==> src/hdl/precoder_pkg.sv <==
// Shared constants and types for the adaptive precoder switch link
package precoder_pkg;
  // ****************************************
  // Management register map (device side)
  // ****************************************
  localparam logic [4:0] MMD_PMA = 5'h01;
  localparam logic [4:0] MMD_PCS = 5'h03;
  localparam logic [15:0] REG_PMA_CONTROL_ONE = 16'h0000;
  localparam logic [15:0] REG_PHY_TEST_MODE_CONTROL = 16'h0206;
  localparam logic [15:0] REG_PHY_LINK_STATE_STATUS = 16'h0207;
  localparam int CTL_RESET_BIT = 15;
  localparam int CTL_LOW_POWER_BIT = 11;
  localparam int TEST_MODE_HI = 15;
  localparam int TEST_MODE_LO = 13;
  localparam int STAT_HDR_OK_BIT = 10;
  localparam logic [15:0] CTL_RESET_VALUE = 16'h0800;
  localparam logic [15:0] TEST_MODE_RESET_VALUE = 16'h0000;
  // ****************************************
  // Header fields
  // ****************************************
  localparam int SET_ID_W = 2;
  localparam int COEF_W = 8;
  localparam int COEF_N = 9;
  localparam int PAYLOAD_W = 16;
  localparam int BLOCK_LEN = 16;
  localparam int RESET_CYCLES = 16;
  // ****************************************
  // Controller registers (Avalon byte addresses)
  // ****************************************
  localparam logic [7:0] CSR_CMD = 8'h00;
  localparam logic [7:0] CSR_STATUS = 8'h04;
  localparam logic [7:0] CSR_RDATA = 8'h08;
  localparam logic [7:0] CSR_HDR = 8'h0C;
  localparam logic [7:0] CSR_COEF_BASE = 8'h10;
  localparam logic [7:0] CSR_TX_DATA = 8'h40;
  localparam logic [7:0] CSR_RX_DATA = 8'h44;
  localparam int FIFO_DEPTH = 32;
  // Power-up wait before first access
  localparam int POWERUP_MS = 100;
  localparam int CLOCK_MHZ = 100;
  localparam int POWERUP_CYCLES = POWERUP_MS * 1000 * CLOCK_MHZ;
  typedef logic [COEF_N*COEF_W-1:0] coef_set_t;
endpackage

==> src/hdl/precoder_link_if.sv <==
// Link between the remote partner end and the precoding device end
interface precoder_link_if;
  // Management access
  logic mgmt_req;
  logic mgmt_write;
  logic [4:0] mgmt_mmd;
  logic [15:0] mgmt_addr;
  logic [15:0] mgmt_wdata;
  logic [15:0] mgmt_rdata;
  logic mgmt_ack;
  // Partner to device blocks
  logic rx_valid;
  logic rx_start;
  logic [1:0] hdr_next_mode;
  logic hdr_received_header_ok;
  logic hdr_receive_link_ok;
  logic [precoder_pkg::SET_ID_W-1:0] hdr_announced_coef_set;
  logic [precoder_pkg::SET_ID_W-1:0] hdr_requested_coef_set;
  precoder_pkg::coef_set_t hdr_requested_coefs;
  logic [precoder_pkg::PAYLOAD_W-1:0] rx_payload;
  // Device to partner blocks
  logic tx_valid;
  logic tx_start;
  logic [precoder_pkg::SET_ID_W-1:0] hdr_tx_next_set_id;
  logic [precoder_pkg::PAYLOAD_W-1:0] tx_payload;
  modport device (
    input mgmt_req, mgmt_write, mgmt_mmd, mgmt_addr, mgmt_wdata,
    output mgmt_rdata, mgmt_ack,
    input rx_valid, rx_start, hdr_next_mode, hdr_received_header_ok, hdr_receive_link_ok,
    input hdr_announced_coef_set, hdr_requested_coef_set, hdr_requested_coefs, rx_payload,
    output tx_valid, tx_start, hdr_tx_next_set_id, tx_payload
  );
  modport partner (
    output mgmt_req, mgmt_write, mgmt_mmd, mgmt_addr, mgmt_wdata,
    input mgmt_rdata, mgmt_ack,
    output rx_valid, rx_start, hdr_next_mode, hdr_received_header_ok, hdr_receive_link_ok,
    output hdr_announced_coef_set, hdr_requested_coef_set, hdr_requested_coefs, rx_payload,
    input tx_valid, tx_start, hdr_tx_next_set_id, tx_payload
  );
endinterface // precoder_link_if

==> src/hdl/precoder_device.sv <==
// Device end: management registers and transmit precoder switching
// Function
// RULE_01 - Management waits 100 ms after power-up
// RULE_02 - Test mode field reads back written value
// RULE_03 - Reset bit self-clears after reset completes
// RULE_04 - Low-power bit writable to zero, reads zero
// RULE_05 - Partner sends continuous zero-payload blocks
// RULE_06 - Header-ok status zero while partner not ok
// RULE_07 - Announce set zero until first request
// RULE_08 - Partner places set id and coefficients
// RULE_09 - Announce requested set in next two blocks
// RULE_10 - First announcing block uses old coefficients
// RULE_11 - Second block precodes with set 1 coefficients
// RULE_12 - Later set 2 request announced twice
// RULE_13 - Set 2 applied from second block on
// RULE_14 - Two status reads fit in one block
// RULE_15 - Coefficients change only at block boundary
//
// Implementation choices: the Avalon-MM interface to the registers and the address map.
module precoder_device #(
  parameter int BLOCK_LEN = precoder_pkg::BLOCK_LEN,
  parameter int RESET_CYCLES = precoder_pkg::RESET_CYCLES
) (
  // Clock and reset
  input wire logic CLOCK_IN,
  input wire logic RST_IN,
  // Link
  precoder_link_if.device LINK,
  // User payload source
  input wire logic [precoder_pkg::PAYLOAD_W-1:0] TX_DATA_IN,
  input wire logic TX_VALID_IN,
  output logic TX_READY_OUT,
  // Status
  output logic [precoder_pkg::SET_ID_W-1:0] ACTIVE_SET_OUT,
  output logic LOW_POWER_OUT
);
  // ****************************************
  // Management registers
  // ****************************************
  logic soft_reset;
  logic [$clog2(RESET_CYCLES+1)-1:0] reset_count;
  logic low_power;
  logic [2:0] test_mode;
  logic hdr_ok;
  logic [15:0] rdata;
  logic ack;
  logic wr_ctl;
  logic wr_test;
  assign wr_ctl = LINK.mgmt_req && LINK.mgmt_write && LINK.mgmt_mmd == precoder_pkg::MMD_PMA
    && LINK.mgmt_addr == precoder_pkg::REG_PMA_CONTROL_ONE;
  assign wr_test = LINK.mgmt_req && LINK.mgmt_write && LINK.mgmt_mmd == precoder_pkg::MMD_PCS
    && LINK.mgmt_addr == precoder_pkg::REG_PHY_TEST_MODE_CONTROL;
  always_ff @(posedge CLOCK_IN or posedge RST_IN)
  begin
    if (RST_IN)
    begin
      soft_reset <= 1'b0;
      reset_count <= '0;
    end
    else if (wr_ctl && LINK.mgmt_wdata[precoder_pkg::CTL_RESET_BIT])
    begin
      soft_reset <= 1'b1;
      reset_count <= '0;
    end
    else if (soft_reset)
    begin
      reset_count <= reset_count + 1'b1;
      if (reset_count == ($bits(reset_count))'(RESET_CYCLES - 1))
      begin
        soft_reset <= 1'b0; // RULE_03
      end
    end
  end
  always_ff @(posedge CLOCK_IN or posedge RST_IN)
  begin
    if (RST_IN)
    begin
      low_power <= precoder_pkg::CTL_RESET_VALUE[precoder_pkg::CTL_LOW_POWER_BIT];
      test_mode <= precoder_pkg::TEST_MODE_RESET_VALUE[15:13];
    end
    else
    begin
      if (wr_ctl && !LINK.mgmt_wdata[precoder_pkg::CTL_RESET_BIT])
      begin
        low_power <= LINK.mgmt_wdata[precoder_pkg::CTL_LOW_POWER_BIT]; // RULE_04
      end
      if (wr_test) // RULE_02
      begin
        test_mode <= LINK.mgmt_wdata[precoder_pkg::TEST_MODE_HI:precoder_pkg::TEST_MODE_LO];
      end
    end
  end
  // Reads answer one cycle after request, well inside a block period
  always_ff @(posedge CLOCK_IN or posedge RST_IN)
  begin
    if (RST_IN)
    begin
      rdata <= '0;
      ack <= 1'b0;
    end
    else
    begin
      ack <= LINK.mgmt_req && !ack; // RULE_14
      rdata <= '0;
      if (LINK.mgmt_mmd == precoder_pkg::MMD_PMA
        && LINK.mgmt_addr == precoder_pkg::REG_PMA_CONTROL_ONE)
      begin
        rdata[precoder_pkg::CTL_RESET_BIT] <= soft_reset;
        rdata[precoder_pkg::CTL_LOW_POWER_BIT] <= low_power;
      end
      else if (LINK.mgmt_mmd == precoder_pkg::MMD_PCS
        && LINK.mgmt_addr == precoder_pkg::REG_PHY_TEST_MODE_CONTROL)
      begin
        rdata[precoder_pkg::TEST_MODE_HI:precoder_pkg::TEST_MODE_LO] <= test_mode;
      end
      else if (LINK.mgmt_mmd == precoder_pkg::MMD_PCS
        && LINK.mgmt_addr == precoder_pkg::REG_PHY_LINK_STATE_STATUS)
      begin
        rdata[precoder_pkg::STAT_HDR_OK_BIT] <= hdr_ok;
      end
    end
  end
  assign LINK.mgmt_rdata = rdata;
  assign LINK.mgmt_ack = ack;
  assign LOW_POWER_OUT = low_power;
  // ****************************************
  // Received header tracking
  // ****************************************
  logic active;
  logic [precoder_pkg::SET_ID_W-1:0] announce_set;
  logic [precoder_pkg::SET_ID_W-1:0] last_req;
  logic [1:0] announce_left;
  logic pending;
  precoder_pkg::coef_set_t pending_coefs;
  precoder_pkg::coef_set_t active_coefs;
  logic [precoder_pkg::SET_ID_W-1:0] active_set;
  logic block_end;
  logic [$clog2(BLOCK_LEN)-1:0] pos;
  assign active = !soft_reset && !low_power;
  always_ff @(posedge CLOCK_IN or posedge RST_IN)
  begin
    if (RST_IN)
    begin
      hdr_ok <= 1'b0;
    end
    else if (!active)
    begin
      hdr_ok <= 1'b0;
    end
    else if (LINK.rx_valid && LINK.rx_start)
    begin
      hdr_ok <= LINK.hdr_received_header_ok; // RULE_06
    end
  end
  // ****************************************
  // Transmit block framing and switching
  // ****************************************
  // Payload source is stalled by the FIFO, and the FIFO by low power or soft reset
  logic [precoder_pkg::PAYLOAD_W-1:0] fifo_data;
  logic fifo_valid;
  sync_fifo #(.WIDTH(precoder_pkg::PAYLOAD_W), .DEPTH(precoder_pkg::FIFO_DEPTH)) sync_fifo_inst (
    .CLOCK_IN(CLOCK_IN),
    .RST_IN(RST_IN),
    .IN_DATA_IN(TX_DATA_IN),
    .IN_VALID_IN(TX_VALID_IN),
    .IN_READY_OUT(TX_READY_OUT),
    .OUT_DATA_OUT(fifo_data),
    .OUT_VALID_OUT(fifo_valid),
    .OUT_READY_IN(active)
  );
  assign block_end = pos == ($bits(pos))'(BLOCK_LEN - 1);
  always_ff @(posedge CLOCK_IN or posedge RST_IN)
  begin
    if (RST_IN)
    begin
      pos <= '0;
    end
    else if (!active)
    begin
      pos <= '0;
    end
    else
    begin
      pos <= block_end ? '0 : pos + 1'b1;
    end
  end
  always_ff @(posedge CLOCK_IN or posedge RST_IN)
  begin
    if (RST_IN)
    begin
      announce_set <= '0;
      last_req <= '0;
      pending <= 1'b0;
      pending_coefs <= '0;
      announce_left <= '0;
      active_coefs <= '0;
      active_set <= '0;
    end
    else if (!active)
    begin
      announce_set <= '0; // RULE_07
      last_req <= '0;
      pending <= 1'b0;
      announce_left <= '0;
    end
    else
    begin
      if (LINK.rx_valid && LINK.rx_start && hdr_ok
        && LINK.hdr_requested_coef_set != '0 && LINK.hdr_requested_coef_set != last_req)
      begin
        last_req <= LINK.hdr_requested_coef_set; // RULE_09 RULE_12
        pending <= 1'b1;
        pending_coefs <= LINK.hdr_requested_coefs;
      end
      if (block_end)
      begin
        if (pending && announce_left == '0)
        begin
          announce_set <= last_req; // RULE_09 RULE_12
          announce_left <= 2'd2;
        end
        else if (announce_left == 2'd2)
        begin
          active_coefs <= pending_coefs; // RULE_11 RULE_13 RULE_15
          active_set <= announce_set;
          pending <= 1'b0;
          announce_left <= 2'd1;
        end
        else if (announce_left == 2'd1)
        begin
          announce_left <= 2'd0;
        end
      end
    end
  end
  assign ACTIVE_SET_OUT = active_set;
  // Precoding: add the active coefficient indexed by position; first block keeps old set
  logic [precoder_pkg::PAYLOAD_W-1:0] tx_word;
  logic tx_start;
  logic tx_valid;
  logic [precoder_pkg::SET_ID_W-1:0] tx_set;
  logic [precoder_pkg::COEF_W-1:0] cur_coef;
  // Tap wraps every nine words, so a block reuses the set
  assign cur_coef = active_coefs[(32'(pos) % precoder_pkg::COEF_N)*precoder_pkg::COEF_W +:
    precoder_pkg::COEF_W];
  always_ff @(posedge CLOCK_IN or posedge RST_IN)
  begin
    if (RST_IN)
    begin
      tx_word <= '0;
      tx_start <= 1'b0;
      tx_valid <= 1'b0;
      tx_set <= '0;
    end
    else
    begin
      tx_valid <= active;
      tx_start <= active && pos == '0;
      tx_set <= announce_set;
      tx_word <= (fifo_valid ? fifo_data : '0) + precoder_pkg::PAYLOAD_W'(cur_coef); // RULE_10
    end
  end
  assign LINK.tx_valid = tx_valid;
  assign LINK.tx_start = tx_start;
  assign LINK.hdr_tx_next_set_id = tx_set;
  assign LINK.tx_payload = tx_word;
endmodule // precoder_device

==> src/hdl/sync_fifo.sv <==
// Synchronous FIFO with valid/ready on both sides
module sync_fifo #(
  parameter int WIDTH = 16,
  parameter int DEPTH = 32
) (
  // Clock and reset
  input wire logic CLOCK_IN,
  input wire logic RST_IN,
  // Fill side
  input wire logic [WIDTH-1:0] IN_DATA_IN,
  input wire logic IN_VALID_IN,
  output logic IN_READY_OUT,
  // Drain side
  output logic [WIDTH-1:0] OUT_DATA_OUT,
  output logic OUT_VALID_OUT,
  input wire logic OUT_READY_IN
);
  localparam int AW = $clog2(DEPTH);
  logic [WIDTH-1:0] mem [DEPTH];
  logic [AW:0] wr_ptr;
  logic [AW:0] rd_ptr;
  logic push;
  logic pop;
  assign IN_READY_OUT = (wr_ptr - rd_ptr) != (AW+1)'(DEPTH);
  assign OUT_VALID_OUT = wr_ptr != rd_ptr;
  assign push = IN_VALID_IN && IN_READY_OUT;
  assign pop = OUT_VALID_OUT && OUT_READY_IN;
  assign OUT_DATA_OUT = mem[rd_ptr[AW-1:0]];
  always_ff @(posedge CLOCK_IN)
  begin
    if (push)
    begin
      mem[wr_ptr[AW-1:0]] <= IN_DATA_IN;
    end
  end
  always_ff @(posedge CLOCK_IN or posedge RST_IN)
  begin
    if (RST_IN)
    begin
      wr_ptr <= '0;
      rd_ptr <= '0;
    end
    else
    begin
      if (push)
      begin
        wr_ptr <= wr_ptr + 1'b1;
      end
      if (pop)
      begin
        rd_ptr <= rd_ptr + 1'b1;
      end
    end
  end
endmodule // sync_fifo

==> src/flat_wrapper.sv <==
// flat-port wrapper written by rule: the top's interface ports become plain ports
module precoder_device_flat 
#(
  parameter int BLOCK_LEN = precoder_pkg::BLOCK_LEN,
  parameter int RESET_CYCLES = precoder_pkg::RESET_CYCLES
)
  (CLOCK_IN, RST_IN, TX_DATA_IN, TX_VALID_IN, TX_READY_OUT, ACTIVE_SET_OUT, LOW_POWER_OUT, LINK_mgmt_req, LINK_mgmt_write, LINK_mgmt_mmd, LINK_mgmt_addr, LINK_mgmt_wdata, LINK_mgmt_rdata, LINK_mgmt_ack, LINK_rx_valid, LINK_rx_start, LINK_hdr_next_mode, LINK_hdr_received_header_ok, LINK_hdr_receive_link_ok, LINK_hdr_announced_coef_set, LINK_hdr_requested_coef_set, LINK_hdr_requested_coefs, LINK_rx_payload, LINK_tx_valid, LINK_tx_start, LINK_hdr_tx_next_set_id, LINK_tx_payload);
  precoder_link_if LINK_i ();
  input wire logic CLOCK_IN;
  input wire logic RST_IN;
  input wire logic [precoder_pkg::PAYLOAD_W-1:0] TX_DATA_IN;
  input wire logic TX_VALID_IN;
  output logic TX_READY_OUT;
  output logic [precoder_pkg::SET_ID_W-1:0] ACTIVE_SET_OUT;
  output logic LOW_POWER_OUT;
  input wire logic [$bits(LINK_i.mgmt_req)-1:0] LINK_mgmt_req;
  input wire logic [$bits(LINK_i.mgmt_write)-1:0] LINK_mgmt_write;
  input wire logic [$bits(LINK_i.mgmt_mmd)-1:0] LINK_mgmt_mmd;
  input wire logic [$bits(LINK_i.mgmt_addr)-1:0] LINK_mgmt_addr;
  input wire logic [$bits(LINK_i.mgmt_wdata)-1:0] LINK_mgmt_wdata;
  output wire logic [$bits(LINK_i.mgmt_rdata)-1:0] LINK_mgmt_rdata;
  output wire logic [$bits(LINK_i.mgmt_ack)-1:0] LINK_mgmt_ack;
  input wire logic [$bits(LINK_i.rx_valid)-1:0] LINK_rx_valid;
  input wire logic [$bits(LINK_i.rx_start)-1:0] LINK_rx_start;
  input wire logic [$bits(LINK_i.hdr_next_mode)-1:0] LINK_hdr_next_mode;
  input wire logic [$bits(LINK_i.hdr_received_header_ok)-1:0] LINK_hdr_received_header_ok;
  input wire logic [$bits(LINK_i.hdr_receive_link_ok)-1:0] LINK_hdr_receive_link_ok;
  input wire logic [$bits(LINK_i.hdr_announced_coef_set)-1:0] LINK_hdr_announced_coef_set;
  input wire logic [$bits(LINK_i.hdr_requested_coef_set)-1:0] LINK_hdr_requested_coef_set;
  input wire logic [$bits(LINK_i.hdr_requested_coefs)-1:0] LINK_hdr_requested_coefs;
  input wire logic [$bits(LINK_i.rx_payload)-1:0] LINK_rx_payload;
  output wire logic [$bits(LINK_i.tx_valid)-1:0] LINK_tx_valid;
  output wire logic [$bits(LINK_i.tx_start)-1:0] LINK_tx_start;
  output wire logic [$bits(LINK_i.hdr_tx_next_set_id)-1:0] LINK_hdr_tx_next_set_id;
  output wire logic [$bits(LINK_i.tx_payload)-1:0] LINK_tx_payload;
  assign LINK_i.mgmt_req = LINK_mgmt_req;
  assign LINK_i.mgmt_write = LINK_mgmt_write;
  assign LINK_i.mgmt_mmd = LINK_mgmt_mmd;
  assign LINK_i.mgmt_addr = LINK_mgmt_addr;
  assign LINK_i.mgmt_wdata = LINK_mgmt_wdata;
  assign LINK_mgmt_rdata = LINK_i.mgmt_rdata;
  assign LINK_mgmt_ack = LINK_i.mgmt_ack;
  assign LINK_i.rx_valid = LINK_rx_valid;
  assign LINK_i.rx_start = LINK_rx_start;
  assign LINK_i.hdr_next_mode = LINK_hdr_next_mode;
  assign LINK_i.hdr_received_header_ok = LINK_hdr_received_header_ok;
  assign LINK_i.hdr_receive_link_ok = LINK_hdr_receive_link_ok;
  assign LINK_i.hdr_announced_coef_set = LINK_hdr_announced_coef_set;
  assign LINK_i.hdr_requested_coef_set = LINK_hdr_requested_coef_set;
  assign LINK_i.hdr_requested_coefs = LINK_hdr_requested_coefs;
  assign LINK_i.rx_payload = LINK_rx_payload;
  assign LINK_tx_valid = LINK_i.tx_valid;
  assign LINK_tx_start = LINK_i.tx_start;
  assign LINK_hdr_tx_next_set_id = LINK_i.hdr_tx_next_set_id;
  assign LINK_tx_payload = LINK_i.tx_payload;
  precoder_device #(.BLOCK_LEN(BLOCK_LEN), .RESET_CYCLES(RESET_CYCLES)) u_core (.CLOCK_IN(CLOCK_IN), .RST_IN(RST_IN), .LINK(LINK_i), .TX_DATA_IN(TX_DATA_IN), .TX_VALID_IN(TX_VALID_IN), .TX_READY_OUT(TX_READY_OUT), .ACTIVE_SET_OUT(ACTIVE_SET_OUT), .LOW_POWER_OUT(LOW_POWER_OUT));
endmodule
==> config.mk <==
export PLATFORM = sky130hd
export DESIGN_NAME = precoder_device_flat
export DESIGN_NICKNAME = d
export VERILOG_FILES = /design/src/hdl/precoder_pkg.sv /design/src/hdl/precoder_link_if.sv /design/src/hdl/precoder_device.sv /design/src/hdl/sync_fifo.sv /design/src/flat_wrapper.sv
export SDC_FILE = /design/constraint.sdc
export NUM_CORES = 1
export LEC_CHECK = 0
export BUFFER_PORTS_ARGS = -buffer_cell sky130_fd_sc_hd__buf_2
export CELL_PAD_IN_SITES_DETAIL_PLACEMENT = 1
export CELL_PAD_IN_SITES_GLOBAL_PLACEMENT = 1
export CORE_MARGIN = 5
export CORE_UTILIZATION = 56
export CTS_CLUSTER_SIZE = 25
export DETAILED_ROUTE_END_ITERATION = 10
export GPL_TIMING_DRIVEN = 0
export PLACE_DENSITY_LB_ADDON = 0.1
export SLEW_MARGIN = 15
export SYNTH_ARGS = -nofsm -noshare
export SYNTH_HDL_FRONTEND = slang
export SYNTH_SLANG_ARGS = --single-unit
==> constraint.sdc <==
create_clock -name CLOCK_IN -period 21.7 [get_ports CLOCK_IN]
set_input_delay 4.34 -clock CLOCK_IN [delete_from_list [all_inputs] [get_ports CLOCK_IN]]
set_output_delay 4.34 -clock CLOCK_IN [all_outputs]
set_load 0.02 [all_outputs]
After elaboration in Yosys (flattened, before gate mapping). Memories as Yosys holds them, arrays and structs flattened. Cells that the tools add are included.

Add/sub/neg operators: 6. Div/mod/pow operators: 1. Equality and inequality tests: 16. Shift-type cells: 1. Mux-type cells: 34. Bitwise gates (word level): 1. Reductions and logical operators: 33.

Operators by type and width (count): 72-bit by 33-bit variable part select with 8-bit output (1); 16-bit by 10-bit equality test with 1-bit output, second input constant (2); 4-bit by 4-bit modulo with 32-bit output, second input constant (1); 2-bit two-way mux (11); 1-bit logical AND (20); 1-bit two-way mux (17); 16-bit by 8-bit adder with 16-bit output (1); 16-bit logical NOT (1); 16-bit two-way mux (1); 6-bit by 1-bit adder with 6-bit output, second input constant (2); 5-bit two-way mux (2); 4-bit two-way mux (2); 2-bit != test, second input constant (4); 6-bit != test (1); 6-bit != test, second input constant (1); 2-bit AND reduction (3); 6-bit subtractor (1); 5-bit by 1-bit adder with 5-bit output, second input constant (1); 5-bit by 1-bit equality test with 1-bit output, second input constant (1); 5-bit by 2-bit equality test with 1-bit output, second input constant (1); 5-bit by 4-bit equality test with 1-bit output, second input constant (1); 4-bit by 1-bit adder with 4-bit output, second input constant (1); 4-bit equality test, second input constant (1); 1-bit logical NOT (4); other kinds (10) (11).

Register bits after elaboration: 206. Memory bits (writable): 512. Input bits: 156. Output and inout bits: 41. Word-level logic and storage cells: 114. Memories kept: 1.

Memories: u_core.sync_fifo_inst.mem (words 32, width 16, rd ports 1, clocked after Yosys merged registers in 0, write ports 1, line sync_fifo.sv:19) `logic [WIDTH-1:0] mem [DEPTH];`.

Depth between registers and ports, before layout. Gate-level depths: netlist of run 1.

Word-level depth: 9. Gate-level depth with buffers: 20.

Modules after synthesis. A second synthesis of run 1 with hierarchy kept.

Cell total of the unflattened synthesis: 1566. Area total of the unflattened synthesis: 29056.6 µm².

Modules (own cells, without submodules): sync_fifo (instances 1, cells an instance 887, area an instance 20320.7 µm²); precoder_device (instances 1, cells an instance 679, area an instance 8735.9 µm²).

Worst setup path after synthesis of run 1. OpenSTA, ideal clock, no wires.

Kind: flip-flop to output port. From: register u_core.sync_fifo_inst.rd_ptr[1]. To: output TX_READY_OUT. Data arrival time: 3.133 ns. Data required time: 17.360 ns. Path slack: 14.227 ns. Stages on the path, launching flop included: 13. Path buffers: 4. Path through: dfrtp_1 clkbuf_8 buf_6 buf_2 buf_1 inv_1 ha_1 nor2b_1 o21ai_0 a21boi_0 or4b_2 a21oi_1 o221ai_2.

Word-level cells in the longest chain between the ends: 2.

RTL lines: start: declaration (line sync_fifo.sv:21) `logic [AW:0] rd_ptr;`; start signal: assignment (line sync_fifo.sv:51) `rd_ptr <= rd_ptr + 1'b1;`; 6-bit subtractor (line sync_fifo.sv:24) `assign IN_READY_OUT = (wr_ptr - rd_ptr) != (AW+1)'(DEPTH);`; 6-bit != test (line sync_fifo.sv:24); end: declaration (line flat_wrapper.sv:13) `output logic TX_READY_OUT;`.

Every way passes these cells.

Worst setup path in the final report of run 1.
From: register u_core.sync_fifo_inst.rd_ptr[2]. To: output TX_READY_OUT.

Same word-level chain as after synthesis.

==> results of run 1 <==
[sequential cells by signal, indices dropped and copies added, names as in the netlist]
| signal | flops |
|---|---|
| u_core.test_mode | 3 |
| u_core.announce_set | 2 |
| u_core.LINK.tx_payload | 16 |
| u_core.sync_fifo_inst.wr_ptr | 6 |
| u_core.LINK.mgmt_ack | 1 |
| u_core.ACTIVE_SET_OUT | 2 |
| u_core.announce_left | 2 |
| u_core.pending | 1 |
| u_core.last_req | 2 |
| u_core.hdr_ok | 1 |
| u_core.sync_fifo_inst.mem | 512 |
| u_core.pos | 4 |
| u_core.LINK.hdr_tx_next_set_id | 2 |
| u_core.reset_count | 5 |
| u_core.sync_fifo_inst.rd_ptr | 6 |
| u_core.soft_reset | 1 |
| u_core.LINK.mgmt_rdata | 5 |
| u_core.LINK.tx_start | 1 |
| u_core.LOW_POWER_OUT | 1 |
| u_core.pending_coefs | 72 |
| u_core.LINK.tx_valid | 1 |
| u_core.active_coefs | 72 |
[where the power goes]
part / internal [mW] / switching (mW) / total [mW] / leakage, nW
clock network: 0.753 / 0.533 / 1.29 / 1.20
logic: 0.631 / 0.766 / 1.40 / 3.78
registers: 1.71 / 0.115 / 1.82 / 7.09
[critical path: stages, from the launching register on]
cell and delay, ns:
dfrtp_1 0.34, clkbuf_8 0.17, buf_2 0.35, buf_1 0.73, clkbuf_1 0.70, inv_1 0.12
ha_1 0.35, o21ai_0 0.13, a21boi_0 0.23, or4b_2 0.66, a21oi_1 0.20, o221ai_2 0.25
buf_2 0.26
[logic make-up after synthesis]
group,synth area share
DFF,0.710
muxes,0.191
and+or+nand+nor,0.0362
buffers and inverters,0.0194
AOI/OAI and AO/OA,0.0219
xor gates and xnor gates,0.00939
adders and majority gates,0.0119
other,0.000130
[cells in the final DEF (no fill, tap or decap), types with 5 or more instances in the layout]
| cell | synthesis | final |
|---|---|---|
| buf_8 | 0 | 11 |
| clkinv_1 | 0 | 12 |
| clkbuf_16 | 0 | 74 |
| a22o_1 | 5 | 5 |
| and3_1 | 6 | 6 |
| buf_1 | 6 | 6 |
| mux4_2 | 135 | 135 |
| nor2_2 | 0 | 19 |
| ha_1 | 26 | 26 |
| nor2b_1 | 6 | 6 |
| conb_1 | 1 | 11 |
| buf_2 | 12 | 163 |
| nand3b_1 | 5 | 5 |
| mux2i_1 | 24 | 24 |
| clkinv_2 | 0 | 9 |
| buf_6 | 4 | 12 |
| bufinv_16 | 0 | 8 |
| nor2_1 | 60 | 28 |
| xnor2_1 | 24 | 24 |
| a22oi_1 | 13 | 13 |
| nor3_1 | 9 | 8 |
| nor2_4 | 0 | 13 |
| o21ai_0 | 18 | 18 |
| nand3_1 | 21 | 21 |
| a21oi_1 | 27 | 27 |
| nand4_1 | 5 | 5 |
| and2_1 | 14 | 14 |
| clkbuf_8 | 3 | 9 |
| xor2_1 | 7 | 7 |
| nor4_1 | 7 | 7 |
| nand2_1 | 52 | 52 |
| inv_1 | 19 | 18 |
| mux2_2 | 159 | 159 |
| edfxtp_1 | 512 | 512 |
| buf_4 | 16 | 17 |
| dfrtp_1 | 205 | 205 |
| clkbuf_1 | 35 | 55 |
| mux4_1 | 17 | 17 |
[final cells by class]
class	instances	area (sq um)	area share
Buffer	80	489	0.0146
Clock buffer	100	2010	0.0600
Clock inverter	37	458	0.0137
Inverter	19	78.8	0.00236
Multi-Input combinational cell	707	8010	0.239
Sequential cell	718	20500	0.613
Tap cell	680	851	0.0254
Timing Repair Buffer	172	1050	0.0313
[routing by layer]
layer  up-vias  track usage  part of all wire
met2       549        0.444              0.52
met5         -            0           0.00017
met4         2       0.0654             0.023
li1       6504            -                 -
met1      8060        0.348              0.40
met3       125       0.0533             0.062
[worst max-delay path by stage]
stage / startpoint / endpoint / slack, ns / cells past startpoint
after floorplan: RST_IN / u_core.ACTIVE_SET_OUT[0] / 11.74 / 1
after global routing: u_core.sync_fifo_inst.rd_ptr[2] / TX_READY_OUT / 12.02 / 12
after detailed placement: u_core.sync_fifo_inst.rd_ptr[2] / TX_READY_OUT / 12.95 / 12
after global placement: RST_IN / u_core.pending_coefs[27] / 9.49 / 2
after CTS: u_core.sync_fifo_inst.rd_ptr[2] / TX_READY_OUT / 12.22 / 12
final: u_core.sync_fifo_inst.rd_ptr[2] / TX_READY_OUT / 12.23 / 12
[metrics by stage]
stage | util | worst slack (ns)
global placement | 0.597 | 9.49
CTS | 0.654 | 12.22
finish | 0.654 | 12.23
global route | 0.654 | 12.02
floorplan | - | 11.74
detailed placement | 0.606 | 12.95
==> impl_metrics.tcl, run 1 <==
set metrics [dict create \
    run_status "finished clean" \
    grt_first_pass_wirelength_microns 109000 \
    syn_avg_cell_area_sq_um 19.1 \
    async_flop_share 0.287 \
    postSynth.topFlopCell "edfxtp_1" \
    placed_cells 2376 \
    fmax_ghz 0.106 \
    avgViaCountPerCell 6.06 \
    drive_gt1_frac 0.359 \
    min_period_ns 9.47 \
    clock_latency_ns 0.63 \
    core_region_area_sq_mm 0.0512 \
    post_cts_resize_count 0 \
    fin_tns_setup_ns 0 \
    hp-class "register to register" \
    gpl.final_weighted_congestion 0.799 \
    slew_worst_pin_ns 1.17 \
    grt_pass1_vias 16592 \
    ant_nets 0 \
    global_route.usage.total 0.260 \
    leading_post_synthesis_cells_by_instance_count "512 x edfxtp_1, 205 x dfrtp_1, 159 x mux2_2" \
    cts_post_setup_buffers_inserted 0 \
    finalClockSkew_ns 0.0204 \
    clock_transition_time_at_the_flip_flop_clock_pins_of_the_worst_setup_and_hold_paths_ns 0.07 \
    detailedPlacementHpwl_microns 47400 \
    worstReg2RegStart "u_core.sync_fifo_inst.rd_ptr[2]" \
    tritoncts_num_sinks 718 \
    crit_fanout 10 \
    globalRouteOverflowTotal 0 \
    critical_path_arrival_ns 5.13 \
    placedInstanceArea_sq_mm 0.0310 \
    rsz0062_at_grt "no" \
    hold_path.startpoint "u_core.announce_set[1]" \
    finalNetCount 1955 \
    dr.pass1.iters 5 \
    cts-root-to-sink-buffers 3 \
    critPathRequiredTime_ns 17.36 \
    place.port_buffers 151 \
    finish.cell_count_without_fillers 2513 \
    total_inserted_antenna_cells 0 \
    r2r_end "u_core.sync_fifo_inst.mem[14][2]" \
    antenna_found_initial 1 \
    syn_area_sq_mm 0.0289 \
    final_cell_area_sq_mm 0.0335 \
    core.rowCount 83 \
    layout_worst_path_cycle_share 0.437 \
    worst_setup_sp_type "register" \
    die_w_microns 237 \
    post_synth_main_area_contributors "edfxtp_1 53%, dfrtp_1 18%, mux4_2 11%" \
    ctsHtreeMaxLevel 3 \
    yosysWarningCount 0 \
    report.final.slew_viol_count 0 \
    fin_worst_hold_slack_ns 0.410 \
    route.final.wire_length_microns 72100 \
    grt_start_max_net_pins 107 \
    end_kind "output pin" \
    synth.distinct_cells 66 \
    r2r_cells 14 \
    fillers 4346 \
    post-route-drc-count 0 \
    post_synthesis_sequential_area_ratio 0.710 \
    floorplan.initialDensity 0.565 \
    power_density_mw_per_mm2 135 \
    cts_hold_buffers 0 \
    rrSetupSlack_ns 15.55 \
    synth_edf_count 512 \
    number_of_register_bits_inferred_by_synthesis 718 \
    post_synth_inst_count 1514 \
    peakVddDrop_mv 0.0842 \
    clockRootBuffer "clkbuf_16" \
    netlist.top_cell.by_area "edfxtp_1" \
    cts_buffers 74 \
    synth.top_cell.area_share 0.532 \
    timing_hold_violations_final 0 \
    yosysMostFrequentCell "edfxtp_1" \
    floorplan.die.height_microns 237 \
    setup_violations 0 \
    slew-limit-headroom 0.214 \
    criticalPathCategory "register to output pin" \
    post-layout-total-power_mw 4.50 \
    floorplan.die_area_sq_mm 0.0563 \
    avgRoutedWirePerCell_microns 28.7 \
    leakagePower_nw 12.1 \
    min_delay_path_depth 0 \
    design.portCount 197 \
    via_count 15240 \
    layout-area-overhead-vs-synth_pct 15.8 \
    drtIter0Drc 1269 \
    timing.hold.worst_endpoint "u_core.LINK.hdr_tx_next_set_id[1]" \
    timing.max_cap.violations 0 \
    clock_tree_from_tritoncts "done" \
]
Power figures use the tool's default switching activity.
==> run 2: changes to the inputs <==
ABC_AREA = 1   (was not set)
CORE_UTILIZATION = 48   (was 56)
clock period = 9.95 ns   (was 21.7 ns; I/O delays follow)
==> impl_metrics.tcl, run 2 <==
set metrics [dict create \
    cts_hold_buffers 0 \
    hp-class "register to register" \
    layout-area-overhead-vs-synth_pct 17.3 \
    synth.distinct_cells 45 \
    detailedPlacementHpwl_microns 68900 \
    rrSetupSlack_ns 3.76 \
    syn_avg_cell_area_sq_um 10.7 \
    clock_transition_time_at_the_flip_flop_clock_pins_of_the_worst_setup_and_hold_paths_ns 0.06 \
    crit_fanout 10 \
    path_cells "clkbuf_1 > clkinv_1 > clkbuf_1 > ha_1 > a21oi_1 > xor2_1 > nand3_2 > buf_2" \
    core.rowCount 92 \
    floorplan.initialDensity 0.482 \
    hold_path.startpoint "u_core.announce_set[0]" \
    intPower_mw 5.19 \
    timing_hold_violations_final 0 \
    drtIter0Drc 2139 \
    critPathTopFamily "buffers and inverters" \
    combinationalPowerShare 0.106 \
    number_of_flip_flops_in_the_largest_register 512 \
    synth.top_cell.area_share 0.508 \
    via_count 22895 \
    layout_worst_path_cycle_share 0.641 \
    final_util 0.565 \
    critical_path_arrival_ns 4.39 \
    tritoncts_num_sinks 718 \
    wl_met1_microns 39800 \
    worst_setup_sp_type "register" \
    post_synth_inst_count 2820 \
    most-common-layout-cells "656 x nand2_1, 512 x edfxtp_1, 347 x o21ai_0, 283 x nor2_1, 209 x buf_2" \
    critical_path.endpoint "TX_READY_OUT" \
    cts-root-to-sink-buffers 3 \
    rsz0062_at_grt "no" \
    number_of_register_bits_inferred_by_synthesis 718 \
    placed_cells 3853 \
    detailroute.wirelength.met2_microns 49000 \
    clock_latency_ns 0.64 \
    fillers 6725 \
    setup_violations 0 \
    worstReg2RegStart "u_core.sync_fifo_inst.rd_ptr[4]" \
    leading_post_synthesis_cells_by_instance_count "656 x nand2_1, 512 x edfxtp_1, 347 x o21ai_0" \
    r2r_end "u_core.LINK.tx_payload[14]" \
    met3_length_microns 7930 \
    cts_buffers 77 \
    gpl.final_weighted_congestion 0.871 \
    fmax_ghz 0.157 \
    cts_post_setup_buffers_inserted 0 \
    clockRootBuffer "clkbuf_16" \
    async_flop_share 0.287 \
    route.final.wire_length_microns 102000 \
    post-route-drc-count 0 \
    place.port_buffers 152 \
    cp.buffers_inverters 4 \
    finalNetCount 3269 \
    run_status "finished clean" \
    global_route.usage.total 0.296 \
    post_synthesis_sequential_area_ratio 0.679 \
    cp_slowest_stage_delay_ns 0.80 \
    path_common_cell "clkbuf_1" \
    leakagePower_nw 14.2 \
    drive_gt1_frac 0.142 \
    share_clk_of_total_power 0.402 \
    total_inserted_antenna_cells 0 \
    die_w_microns 261 \
    power.share.switching 0.258 \
    ant_nets 0 \
    peakVddDrop_mv 0.150 \
    design.portCount 197 \
    slew-limit-headroom 0.280 \
    switching_power_mw 1.80 \
    end_kind "output pin" \
    floorplan.die_area_sq_mm 0.0681 \
    post-place-ws_ns 3.84 \
    core_region_area_sq_mm 0.0627 \
    fin_tns_setup_ns 0 \
    floorplan.die.height_microns 261 \
    crit_path_top_delay_cell "clkbuf_1" \
    cp-startpoint "u_core.sync_fifo_inst.rd_ptr[4]" \
    grt_start_max_net_pins 109 \
    finalClockSkew_ns 0.0262 \
    seq_power_share 0.492 \
    timing.max_cap.violations 0 \
    power_density_mw_per_mm2 197 \
    avgRoutedWirePerCell_microns 25.6 \
    slew_worst_pin_ns 1.08 \
    dr.pass1.iters 5 \
    min_period_ns 6.38 \
    ctsHtreeMaxLevel 3 \
    clock_tree_from_tritoncts "done" \
    grt_pass1_vias 24106 \
    final_common_cell "nand2_1" \
    netlist.top_cell.by_area "edfxtp_1" \
    critPathRequiredTime_ns 7.96 \
    top_metal_used "met4" \
    grt_first_pass_wirelength_microns 150000 \
    synth_edf_count 512 \
    criticalPathCategory "register to output pin" \
    yosysWarningCount 0 \
    postSynth.topFlopCell "edfxtp_1" \
    report.final.slew_viol_count 0 \
    post_cts_resize_count 0 \
    yosysMostFrequentCell "nand2_1" \
    avgViaCountPerCell 5.73 \
    globalRouteOverflowTotal 0 \
    post_synth_main_area_contributors "edfxtp_1 51%, dfrtp_1 17%, nand2_1 8.1%" \
    antenna_found_initial 0 \
    path_depth 8 \
    setup_slack_ns 3.57 \
    r2r_cells 21 \
    syn_area_sq_mm 0.0302 \
    finish.cell_count_without_fillers 3993 \
]
run 2: stage by stage:
step           total power, mW  area, sq um  hold WS [ns]
2_1_floorplan             3.85        30300         0.354
5_1_grt                   7.21        35500         0.435
3_3_place_gp              4.12        32100         0.400
6_report                  6.99        35500         0.411
4_1_cts                   7.02        35500         0.422
3_5_place_dp              4.22        33000         0.403
run 2: worst register-to-register path, cell delays in order (launching register included):
cell and delay (ns):
dfrtp_1 0.32, clkbuf_1 0.80, clkinv_1 0.72, clkbuf_1 0.58, ha_1 0.53, nand3_1 0.10
nor2_1 0.05, nand2_1 0.11, clkbuf_1 0.76, o21ai_0 0.38, nor2_1 0.30, ha_1 0.24
fa_1 0.21, nand3_1 0.07, nand2_1 0.15, nand2_1 0.07, nand2_1 0.16, nand4_1 0.12
nor2_1 0.24, nand2_1 0.08, nand2_1 0.06, nand2_1 0.05
run 2: kinds of logic (layout without fill, tap and decap cells):
logic type / count (synthesis) / count (layout) / synth area share
other: 1 / 11 / 0.000124
AOI/OAI and AO/OA: 508 / 508 / 0.0916
DFF: 718 / 718 / 0.679
and+or+nand+nor: 1182 / 1182 / 0.159
xor gates and xnor gates: 29 / 29 / 0.00840
adders and majority gates: 27 / 27 / 0.0114
buffers and inverters: 355 / 672 / 0.0505
run 2: area by class of cell:
cell class / instances / area [sq um] / share of cell area
Tap cell: 846 / 1060 / 0.0298
Multi-Input combinational cell: 1757 / 8460 / 0.239
Inverter: 189 / 717 / 0.0202
Sequential cell: 718 / 20500 / 0.579
Buffer: 166 / 818 / 0.0231
Clock buffer: 106 / 2220 / 0.0626
Timing Repair Buffer: 177 / 1410 / 0.0398
Clock inverter: 34 / 241 / 0.00681
run 2: power groups by stage:
stage          Combinational [mW]  Sequential (mW)  Clock [mW]
3_5_place_dp                0.725             3.50           0
3_3_place_gp                0.627             3.50           0
5_1_grt                     0.790             3.45        2.97
4_1_cts                     0.732             3.44        2.85
2_1_floorplan               0.336             3.51           0
6_report                    0.738             3.44        2.81
run 2: layer usage:
| metal | track usage | vias up |
|---|---|---|
| met5 | 0 | - |
| met2 | 0.495 | 987 |
| met1 | 0.382 | 11522 |
| met4 | 0.137 | 0 |
| met3 | 0.0511 | 269 |
| li1 | - | 10117 |
run 2: worst min-delay path by stage:
stage | to | slack (ns) | depth (start not counted)
after global routing | u_core.LINK.hdr_tx_next_set_id[0] | 0.43 | 0
after detailed placement | u_core.LINK.hdr_tx_next_set_id[1] | 0.40 | 0
after floorplan | u_core.LINK.hdr_tx_next_set_id[0] | 0.35 | 0
after CTS | u_core.LINK.mgmt_ack | 0.42 | 1
after global placement | u_core.LINK.hdr_tx_next_set_id[0] | 0.40 | 0
final | u_core.LINK.hdr_tx_next_set_id[0] | 0.41 | 0
